## src/include/fpbc_defs.svh

```systemverilog
// constant definitions for the front panel breakpoint control block
`ifndef FPBC_DEFS_SVH
`define FPBC_DEFS_SVH

`define FPBC_CLOCK_HZ 250_000_000
`define FPBC_REPEAT_HZ 1_000
`define FPBC_REPEAT_CYCLES (`FPBC_CLOCK_HZ / `FPBC_REPEAT_HZ)

`define FPBC_SEL_CENTER 2'h0
`define FPBC_SEL_LOW 2'h1
`define FPBC_SEL_HIGH 2'h2

`define FPBC_NOP_OPCODE 8'h00
`define FPBC_WAITS_NONE 2'h0
`define FPBC_WAITS_ONE 2'h1
`define FPBC_WAITS_TWO 2'h2
`define FPBC_WAITS_THREE 2'h3

`endif

```

## src/include/fpbc_pkg.sv

```systemverilog
// types shared by the front panel breakpoint control design
package fpbc_pkg;
    typedef enum logic [1:0] {
        RUNNING,
        STOP_PENDING,
        STOPPED
    } run_state_t;
endpackage

```

## src/logic/tick_divider.sv

```systemverilog
// divider that produces a one-cycle enable pulse every CYCLES clocks
`timescale 1ns/100ps
module tick_divider #(
    parameter int CYCLES = 250000
) (
    input wire logic clock,
    input wire logic rst_n,
    output logic tick
);
    localparam int W = $clog2(CYCLES);

    logic [W-1:0] count_q;
    logic [W-1:0] count_d;
    logic tick_d;
    logic tick_q;

    if (CYCLES < 2) begin : g_bad_cycles
        $error("tick_divider needs CYCLES of at least 2");
    end

    always_comb begin
        tick_d = 1'b0;
        count_d = count_q + W'(1);
        if (count_q == W'(CYCLES - 1)) begin
            count_d = '0;
            tick_d = 1'b1;
        end
    end

    always_ff @(posedge clock or negedge rst_n) begin
        if (!rst_n) begin
            count_q <= '0;
            tick_q <= 1'b0;
        end else begin
            count_q <= count_d;
            tick_q <= tick_d;
        end
    end

    assign tick = tick_q;
endmodule

```

## src/logic/front_panel_breakpoint_control.sv

```systemverilog
// run/stop and breakpoint control logic of the bus front panel
`timescale 1ns/100ps
`include "fpbc_defs.svh"
module front_panel_breakpoint_control import fpbc_pkg::*; #(
    parameter int REPEAT_CYCLES = `FPBC_REPEAT_CYCLES
) (
    input wire logic clock,
    input wire logic rst_n,
    input wire logic run_stop_switch,
    input wire logic [1:0] fetch_cycle_qualifier,
    input wire logic [1:0] io_direction_qualifier,
    input wire logic [1:0] ack_qualifier,
    input wire logic one_wait_option,
    input wire logic two_wait_option,
    input wire logic three_wait_option,
    input wire logic status_stop_option,
    input wire logic bus_stable_qualify,
    input wire logic latched_stop_option,
    input wire logic addr_data_stop_option,
    input wire logic mismatch_stop_option,
    input wire logic breakpoint_source_select,
    input wire logic continuous_noop,
    input wire logic continuous_store,
    input wire logic repeat_function_option,
    input wire logic latch_clear_button,
    input wire logic external_qualifier,
    input wire logic fetch_status,
    input wire logic output_status,
    input wire logic input_status,
    input wire logic interrupt_ack_status,
    input wire logic hold_ack_status,
    input wire logic bus_stable,
    input wire logic data_input_strobe,
    input wire logic cycle_sync,
    input wire logic processor_clock,
    input wire logic external_stop_request,
    input wire logic [2:0] function_switch,
    input wire logic [7:0] data_bus,
    input wire logic [15:0] address_bus,
    input wire logic [15:0] address_switches,
    output logic wait_request_out,
    output logic breakpoint_trigger,
    output logic breakpoint_latched,
    output logic latch_indicator,
    output logic noop_indicator,
    output logic store_indicator,
    output logic repeat_indicator,
    output logic [7:0] forced_data,
    output logic forced_data_oe,
    output logic memory_write_pulse,
    output logic [2:0] function_strobe
);
    localparam int SYNC_W = 74;

    logic rst_s1_q;
    logic rst_s2_q;
    logic rst_sync_n;
    logic [SYNC_W-1:0] sync1_q;
    logic [SYNC_W-1:0] sync2_q;
    logic run_sw, ww1, ww2, ww3, st_opt, bs_opt, lt_opt, ad_opt, mm_opt, src_data;
    logic cn_opt, cs_opt, rp_opt, lclr, ext_q, m1, sout, sinp, sinta, shlda;
    logic bstab, dbin, psync, pclk, ext_stop;
    logic [1:0] fq_sel, io_sel, ack_sel;
    logic [2:0] func;
    logic [7:0] dbus;
    logic [15:0] abus, asw;

    // reset release through two flops; assertion stays asynchronous
    always_ff @(posedge clock or negedge rst_n) begin
        if (!rst_n) begin
            rst_s1_q <= 1'b0;
            rst_s2_q <= 1'b0;
        end else begin
            rst_s1_q <= 1'b1;
            rst_s2_q <= rst_s1_q;
        end
    end
    assign rst_sync_n = rst_s2_q;

    // every panel and bus input is asynchronous to this clock
    always_ff @(posedge clock or negedge rst_sync_n) begin
        if (!rst_sync_n) begin
            sync1_q <= '0;
            sync2_q <= '0;
        end else begin
            sync1_q <= {run_stop_switch, fetch_cycle_qualifier, io_direction_qualifier,
                ack_qualifier, one_wait_option, two_wait_option, three_wait_option,
                status_stop_option, bus_stable_qualify, latched_stop_option,
                addr_data_stop_option, mismatch_stop_option, breakpoint_source_select,
                continuous_noop, continuous_store, repeat_function_option,
                latch_clear_button, external_qualifier, fetch_status, output_status,
                input_status, interrupt_ack_status, hold_ack_status, bus_stable,
                data_input_strobe, cycle_sync, processor_clock, external_stop_request,
                function_switch, data_bus, address_bus, address_switches};
            sync2_q <= sync1_q;
        end
    end
    assign {run_sw, fq_sel, io_sel, ack_sel, ww1, ww2, ww3, st_opt, bs_opt, lt_opt, ad_opt,
        mm_opt, src_data, cn_opt, cs_opt, rp_opt, lclr, ext_q, m1, sout, sinp, sinta, shlda,
        bstab, dbin, psync, pclk, ext_stop, func, dbus, abus, asw} = sync2_q;

    function automatic logic qual_ok(input logic [1:0] sel, input logic low_ok,
            input logic high_ok);
        qual_ok = (sel == `FPBC_SEL_CENTER) || (sel == `FPBC_SEL_LOW && low_ok) ||
            (sel == `FPBC_SEL_HIGH && high_ok);
    endfunction

    // qualifiers and comparators
    logic enable, data_match, addr_match, mismatch, selected_bp;
    always_comb begin
        enable = qual_ok(fq_sel, !m1, m1)
            && qual_ok(io_sel, sout, sinp)
            && qual_ok(ack_sel, sinta, shlda)
            && ext_q
            && (!bs_opt || bstab);
        data_match = enable && (dbus == asw[7:0]);
        addr_match = enable && (abus == asw);
        mismatch = enable && (dbus != asw[7:0]);
        selected_bp = src_data ? data_match : addr_match;
    end

    // edge history of the slow bus strobes and the function switches
    logic psync_q, pclk_q, bstab_q;
    logic [2:0] func_q;
    logic cycle_start, pclk_rise, bs_rise;
    assign cycle_start = psync && !psync_q;
    assign pclk_rise = pclk && !pclk_q;
    assign bs_rise = bstab && !bstab_q;

    // breakpoint latch and its next-cycle stop
    logic latch_d, latch_q, latch_cycle_d, latch_cycle_q;
    always_comb begin
        latch_d = latch_q;
        if (lclr) begin
            latch_d = 1'b0;
        end
        if (bs_rise && selected_bp) begin
            latch_d = 1'b1;
        end
        // the stop waits for the next cycle start, since the latch sets too late for this one
        latch_cycle_d = latch_cycle_q;
        if (!latch_q) begin
            latch_cycle_d = 1'b0;
        end else if (cycle_start) begin
            latch_cycle_d = 1'b1;
        end
    end

    // data breakpoint wait state generator
    logic [1:0] wait_cnt_d, wait_cnt_q, wait_sel;
    always_comb begin
        wait_sel = three_wait_sel(ww1, ww2, ww3);
        wait_cnt_d = wait_cnt_q;
        if (cycle_start && src_data && enable && !st_opt) begin
            wait_cnt_d = wait_sel;
        end else if (pclk_rise && wait_cnt_q != `FPBC_WAITS_NONE) begin
            wait_cnt_d = wait_cnt_q - `FPBC_WAITS_ONE;
        end
    end

    function automatic logic [1:0] three_wait_sel(input logic a, input logic b, input logic c);
        three_wait_sel = c ? `FPBC_WAITS_THREE : b ? `FPBC_WAITS_TWO :
            a ? `FPBC_WAITS_ONE : `FPBC_WAITS_NONE;
    endfunction

    // run/stop state
    run_state_t state_d, state_q;
    always_comb begin
        state_d = state_q;
        unique case (state_q)
            RUNNING: begin
                if (!run_sw) begin
                    state_d = STOP_PENDING;
                end
            end
            STOP_PENDING: begin
                if (run_sw) begin
                    state_d = RUNNING;
                end else if (cycle_start && m1) begin
                    state_d = STOPPED;
                end
            end
            STOPPED: begin
                if (run_sw) begin
                    state_d = RUNNING;
                end
            end
        endcase
    end

    logic stop_request;
    always_comb begin
        stop_request = ext_stop || state_q == STOPPED
            || (st_opt && enable)
            || (ad_opt && selected_bp)
            || (mm_opt && mismatch)
            || (lt_opt && latch_cycle_q);
    end

    // continuous modes and repeated functions
    logic tick;
    logic trig_d, trig_q, wait_d, wait_q, fdoe_d, fdoe_q, mwr_d, mwr_q;
    logic [2:0] fstb_d, fstb_q;
    always_comb begin
        trig_d = selected_bp;
        wait_d = stop_request || wait_cnt_q != `FPBC_WAITS_NONE
            || cs_opt;
        fdoe_d = cn_opt && dbin;
        mwr_d = cs_opt && tick;
        // one strobe per actuation, or a fresh one every tick while held
        fstb_d = (func & ~func_q) | (rp_opt ? (func & {3{tick}}) : 3'h0);
    end

    always_ff @(posedge clock or negedge rst_sync_n) begin
        if (!rst_sync_n) begin
            psync_q <= 1'b0;
            pclk_q <= 1'b0;
            bstab_q <= 1'b0;
            func_q <= 3'h0;
            latch_q <= 1'b0;
            latch_cycle_q <= 1'b0;
            wait_cnt_q <= `FPBC_WAITS_NONE;
            state_q <= STOPPED;
            trig_q <= 1'b0;
            wait_q <= 1'b1;
            fdoe_q <= 1'b0;
            mwr_q <= 1'b0;
            fstb_q <= 3'h0;
        end else begin
            psync_q <= psync;
            pclk_q <= pclk;
            bstab_q <= bstab;
            func_q <= func;
            latch_q <= latch_d;
            latch_cycle_q <= latch_cycle_d;
            wait_cnt_q <= wait_cnt_d;
            state_q <= state_d;
            trig_q <= trig_d;
            wait_q <= wait_d;
            fdoe_q <= fdoe_d;
            mwr_q <= mwr_d;
            fstb_q <= fstb_d;
        end
    end

    tick_divider #(
        .CYCLES(REPEAT_CYCLES)
    ) u_repeat_tick (
        .clock(clock),
        .rst_n(rst_sync_n),
        .tick(tick)
    );

    assign wait_request_out = wait_q;
    assign breakpoint_trigger = trig_q;
    assign breakpoint_latched = latch_q;
    assign latch_indicator = latch_q;
    assign noop_indicator = cn_opt;
    assign store_indicator = cs_opt;
    assign repeat_indicator = rp_opt;
    assign forced_data = `FPBC_NOP_OPCODE;
    assign forced_data_oe = fdoe_q;
    assign memory_write_pulse = mwr_q;
    assign function_strobe = fstb_q;
endmodule

```

## config.mk

```make
export PLATFORM = sky130hd
export DESIGN_NAME = front_panel_breakpoint_control
export DESIGN_NICKNAME = d
export VERILOG_FILES = /design/src/include/fpbc_pkg.sv /design/src/logic/tick_divider.sv /design/src/logic/front_panel_breakpoint_control.sv
export VERILOG_INCLUDE_DIRS = /design/src /design/src/include
export SDC_FILE = /design/constraint.sdc
export NUM_CORES = 1
export LEC_CHECK = 0
export BUFFER_PORTS_ARGS = -buffer_cell sky130_fd_sc_hd__buf_2
export CAP_MARGIN = 20
export CORE_AREA = 2 2 107 109
export CTS_CLUSTER_DIAMETER = 30
export CTS_CLUSTER_SIZE = 30
export DETAILED_ROUTE_END_ITERATION = 16
export DIE_AREA = 0 0 109 111
export PLACE_DENSITY_LB_ADDON = 0.3
export SLEW_MARGIN = 20
export SYNTH_ARGS = -nofsm -noshare
export SYNTH_HDL_FRONTEND = slang
export SYNTH_SLANG_ARGS = --single-unit
```

## constraint.sdc

```tcl
create_clock -name clock -period 7.65 [get_ports clock]
set_input_delay 0.3825 -clock clock [delete_from_list [all_inputs] [get_ports clock]]
set_output_delay 0.3825 -clock clock [all_outputs]
set_load 0.02 [all_outputs]
```

# Word level (Yosys, flattened, before mapping)
# Index checks and enable logic that the tools add are counted.
dict set report totals {
  memories 0
  out_inout_bits 20
  word_cells 115
  romBits 0
  latch_bits 0
  inputBits 76
  reg_bits 188
  ramBits 0
}
dict set report op_classes {
  n_mul 0
  eq_ne 16
  muxes 18
  n_lt_le_gt_ge 0
  add_sub_neg 2
  div_mod_pow 0
  n_reduce_logical 56
  bitwise 4
  shifts 0
}
# cell count
set ops {}
lappend ops {{$logic_and 1x1->1} 28}
lappend ops {{$add 18x1->18 const B} 1}
lappend ops {{$eq 18x18->1 const B} 1}
lappend ops {{$mux 18} 1}
lappend ops {{$eq 16x16->1} 1}
lappend ops {{$mux 2} 8}
lappend ops {{$logic_or 1x1->1} 14}
lappend ops {{$eq 2x1->1 const B} 4}
lappend ops {{$eq 2x2->1 const B} 4}
lappend ops {{$eq 8x8->1} 1}
lappend ops {{$logic_not 2->1} 4}
lappend ops {{$ne 8x8->1} 1}
lappend ops {{$mux 1} 7}
lappend ops {{$and 3x3->3} 2}
lappend ops {{$logic_not 1->1} 6}
lappend ops {{$ne 2x2->1 const B} 3}
lappend ops {{$pmux 2 s3} 1}
lappend ops {{$reduce_bool 2->1} 3}
lappend ops {{$mux 3} 1}
lappend ops {{$ne 3x3->1 const B} 1}
lappend ops {{$not 3->3} 1}
lappend ops {{$or 3x3->3} 1}
lappend ops {{$reduce_and 3->1} 1}
lappend ops {{$sub 2x1->2 const B} 1}

# Longest topological paths before layout
dict set report logic_depth {
  depth_word 16
  mapped_depth 7
  ltp_nobuf 7
}

# By module
# A second synthesis with hierarchy kept.
dict set report hier_totals {
  cells_unflattened 351
  area_unflattened_um2 5889.4
}
# module cells_each n_inst seq_area_each_um2 area_per_inst_um2
set modules_own_cells {}
lappend modules_own_cells {front_panel_breakpoint_control 270 1 4231.6 4974.8}
lappend modules_own_cells {tick_divider 81 1 475.5 914.6}

# Least setup slack after synthesis
# No wires, ideal clock.
dict set report synth_timing {
  kind {register to register}
  startpoint {reg u_repeat_tick.count_q[0]}
  endpoint {reg u_repeat_tick.count_q[16]}
  path_buffers 0
  slack_ps 6173
  setup_time_ps 120
  required_time_ps 7530
  arrival_ps 1357
  stages_incl_launch_ff 7
  synth_period_minus_slack_ps 1477
  cell_sequence {dfrtp_1 > ha_1 > nand3_2 > nor4_4 > nand3_1 > xor2_1 > nor2_2}
}
dict set report synth_between {
  elab_chain_cells 2
  elab_cells_between_ends 3
  classes_between {1 x add/sub; 1 x eq/ne; 1 x mux}
}
# item line_no
set synth_lines {}
lappend synth_lines {{from (decl)} tick_divider.sv:12} ;# logic [W-1:0] count_q;
lappend synth_lines {{from (signal assigned)} tick_divider.sv:35} ;# count_q <= count_d;
lappend synth_lines {{$add 18x1->18 or $eq 18x18->1 (tied branches)} {tick_divider.sv:23, tick_divider.sv:24}}
lappend synth_lines {{$mux 18 (*)} tick_divider.sv:24} ;# if (count_q == W'(CYCLES - 1)) begin
lappend synth_lines {{via u_repeat_tick.count_d[16]} tick_divider.sv:13} ;# logic [W-1:0] count_d;
# The timed path passes the listed nets; every way through them passes the cells marked *.
# A chain may end at the register's enable or synchronous reset.

# Worst setup path in the final report
dict set report layout_timing {
  startpoint {reg u_repeat_tick.count_q[0]}
  endpoint {reg u_repeat_tick.count_q[15]}
}
# The elaborated chain is that of the path after synthesis.

==> metrics <==
CP max stage cell nor4_4; Setup CP Type reg -> reg; Switching Fraction 0.2119; NetSw 0.4441 mW; Worst Path Max Fanout 11; CP peak stage delay 0.67 ns; Worst setup EP type register; met1 Resource Use GR 0.2131; reg-to-reg slack, setup 5.59 ns; top_reg_cell synth dfrtp_1; port bufs 87; GR Overflow Total 0; Cell Count, Final, Fillers Out 608; met3 Use GR 0.04174; DRT Wirelength 8836 um; sequential power share 0.514; postcts setup bufs 0; design area 7084 um^2; Worst Hold Depth 1; # resized after CTS 0; Hold Path Class in -> reg; Req. time, crit path 7.96 ns; diode count 0; FF-to-FF Start u_repeat_tick.count_q[0]; via count 2,807; root buf cell clkbuf_16; mean area per synthesized cell 16.88 um^2; initial drt markers 137; maxcap violations 0; clock buffer count from CTS 17; RSZ-0062 raised after global routing false; outcome finished, final reports clean; Clock Latency Late Sink 0.42 ns; clock skew 0.009742 ns; Final #Nets 534; WP data arrival 2.37 ns; dpl hpwl 5807 um; setup_tns 0 ns; cell count of the worst reg-to-reg path 5; GP Congestion 0.8133; placed cell count 576; row count 39; Core Util, Final 0.6396; final setup fails 0; drt wl/cell 14.53 um; largest net degree at the start of global routing 67; Ports 96; vias in the first global route 3,012; dpl cell area 6445 um^2; Sinks on Clock Net 188; die area 12,100 um^2; YS warnings 0; critical path cell sequence ha_1 -> nand3_2 -> nor4_4 -> o21ai_0 -> a21o_1; Final min period 2.063 ns; Die Ht 111 um; Pwr per Cell Area 295.8 nW/um^2; met2 GRT Util 0.2683; Starting Density 0.5289; post-synthesis sequential area ratio 0.8035; peak supply drop 0.0001640 V; HP Start address_switches[5]; Peak Freq 484.7 MHz; share of cells above drive strength 1 0.2903; H-tree Lvls 4; DRC viols 0; die width 109 um; Least-Margin Pin Slew 0.7781 ns; FF+latch count, synth 188; core area 11,080 um^2; most common cell after layout, fill and taps aside dfrtp_1; Static Leak 3.377 nW; deepest clock path buffer count 2; Synth cell types 40; vias per cell 4.617; ys async rst share 1.000; cell-internal power 1.652 mW; first-pass GRT wire length 14,770 um; gr usage total 0.1672; initial antenna violation count 0; clock power share 0.431; Cell Area, Synth 5858 um^2; Hold EP sync1_q[5]; Critical Path Source Type register; Clock Pin Slew Worst Setup and Hold Paths 0.07 ns; r2r endpoint u_repeat_tick.count_q[15]; EDFF count, synth 0; gr busiest metal met2; Comb power frac 0.055; Final ANT Viol Nets 0; Area Overhead vs Synth 20.93%; Tcrit/Tclk final 0.2697; hold_buf cts 1; Final Max Tran Viols 0; CP delay by family, top simple AND/OR/NAND/NOR gates; drt pass-1 iters 4; Worst Path Buf+Inv 0; Hold Fails Final Rpt 0; Max transition margin 0.4812; Cells after Synth 347; CTS tree built; most frequent cells in the layout dfrtp_1, buf_2, xnor2_1, clkbuf_16, nor2_1
-- flip-flops by register name (all words and copies together) (netlist names), 2 cells and up --
signal	count
u_repeat_tick.count_q	18
func_q	3
wait_cnt_q	2
state_q	2
function_strobe	3
sync1_q	74
sync2_q	74
-- cells in the mapped netlist (3+ instances only) --
| library cell | instances | area, um^2 |
|---|---|---|
| nand2_1 | 11 | 41.29 |
| nand3b_1 | 3 | 22.52 |
| buf_4 | 9 | 67.56 |
| xor2_1 | 8 | 70.07 |
| nor2_1 | 16 | 60.06 |
| dfrtp_1 | 186 | 4654 |
| ha_1 | 5 | 62.56 |
| mux2i_1 | 5 | 50.05 |
| inv_1 | 10 | 37.54 |
| a21boi_0 | 3 | 22.52 |
| o21ai_0 | 4 | 20.02 |
| nand4_1 | 10 | 62.56 |
| xnor2_1 | 32 | 280.3 |
| nand3_1 | 6 | 30.03 |
| nor2b_1 | 4 | 25.02 |
-- per-stage QoR --
step	setup slack [ns]	power [mW]	hold WS (ns)
after CTS	5.284	2.118	0.05028
after detailed placement	5.420	1.211	0.1730
after global routing	5.375	2.182	0.04520
final	5.587	2.096	0.06650
after floorplan	2.027	1.166	0.08691
after global placement	5.488	1.199	0.1678
-- power by group through the flow --
stage	clock network, mW	registers, mW	logic (mW)
floorplan	0	1.10	0.0638
global placement	0	1.09	0.106
detailed placement	0	1.10	0.113
CTS	0.921	1.08	0.118
global route	0.968	1.08	0.130
finish	0.903	1.08	0.115
-- logic make-up (layout without fill, tap and decap cells) --
kind of cell	Yosys count	after routing	synth area share
other	2	9	0.001282
muxes	5	5	0.008544
DFF	188	188	0.8035
xor gates and xnor gates	40	40	0.05980
adders and majority gates	5	5	0.01068
buffers and inverters	20	131	0.01879
and+or+nand+nor	71	71	0.07774
AOI/OAI and AO/OA	16	16	0.01965
-- final cells by class --
| type | count | area, um^2 |
|---|---|---|
| sequential | 188 | 4711 |
| fill | 790 | 3993 |
| multi-input combinational | 146 | 1076 |
| timing repair buffer | 90 | 460.4 |
| clock buffer | 18 | 429.2 |
| clock inverter | 13 | 191.4 |
| tap | 143 | 178.9 |
| inverter | 10 | 37.54 |
-- worst max-delay path by stage --
stage,start,to,slack (ns),cells past startpoint
after detailed placement,u_repeat_tick.count_q[0],u_repeat_tick.count_q[15],5.42,5
after global routing,u_repeat_tick.count_q[0],u_repeat_tick.count_q[15],5.37,5
final,u_repeat_tick.count_q[0],u_repeat_tick.count_q[15],5.59,5
after global placement,u_repeat_tick.count_q[0],u_repeat_tick.count_q[15],5.49,5
after floorplan,rst_s2_q,breakpoint_latched,2.03,0
after CTS,u_repeat_tick.count_q[0],u_repeat_tick.count_q[15],5.28,5
-- per-layer routing --
layer  routed length (um)  share of wire
met3                  295          0.033
met1                 3816           0.43
met2                 4571           0.52
met5                    0              0
met4                  153          0.017
Note: power is estimated with default switching activity, not from simulation.
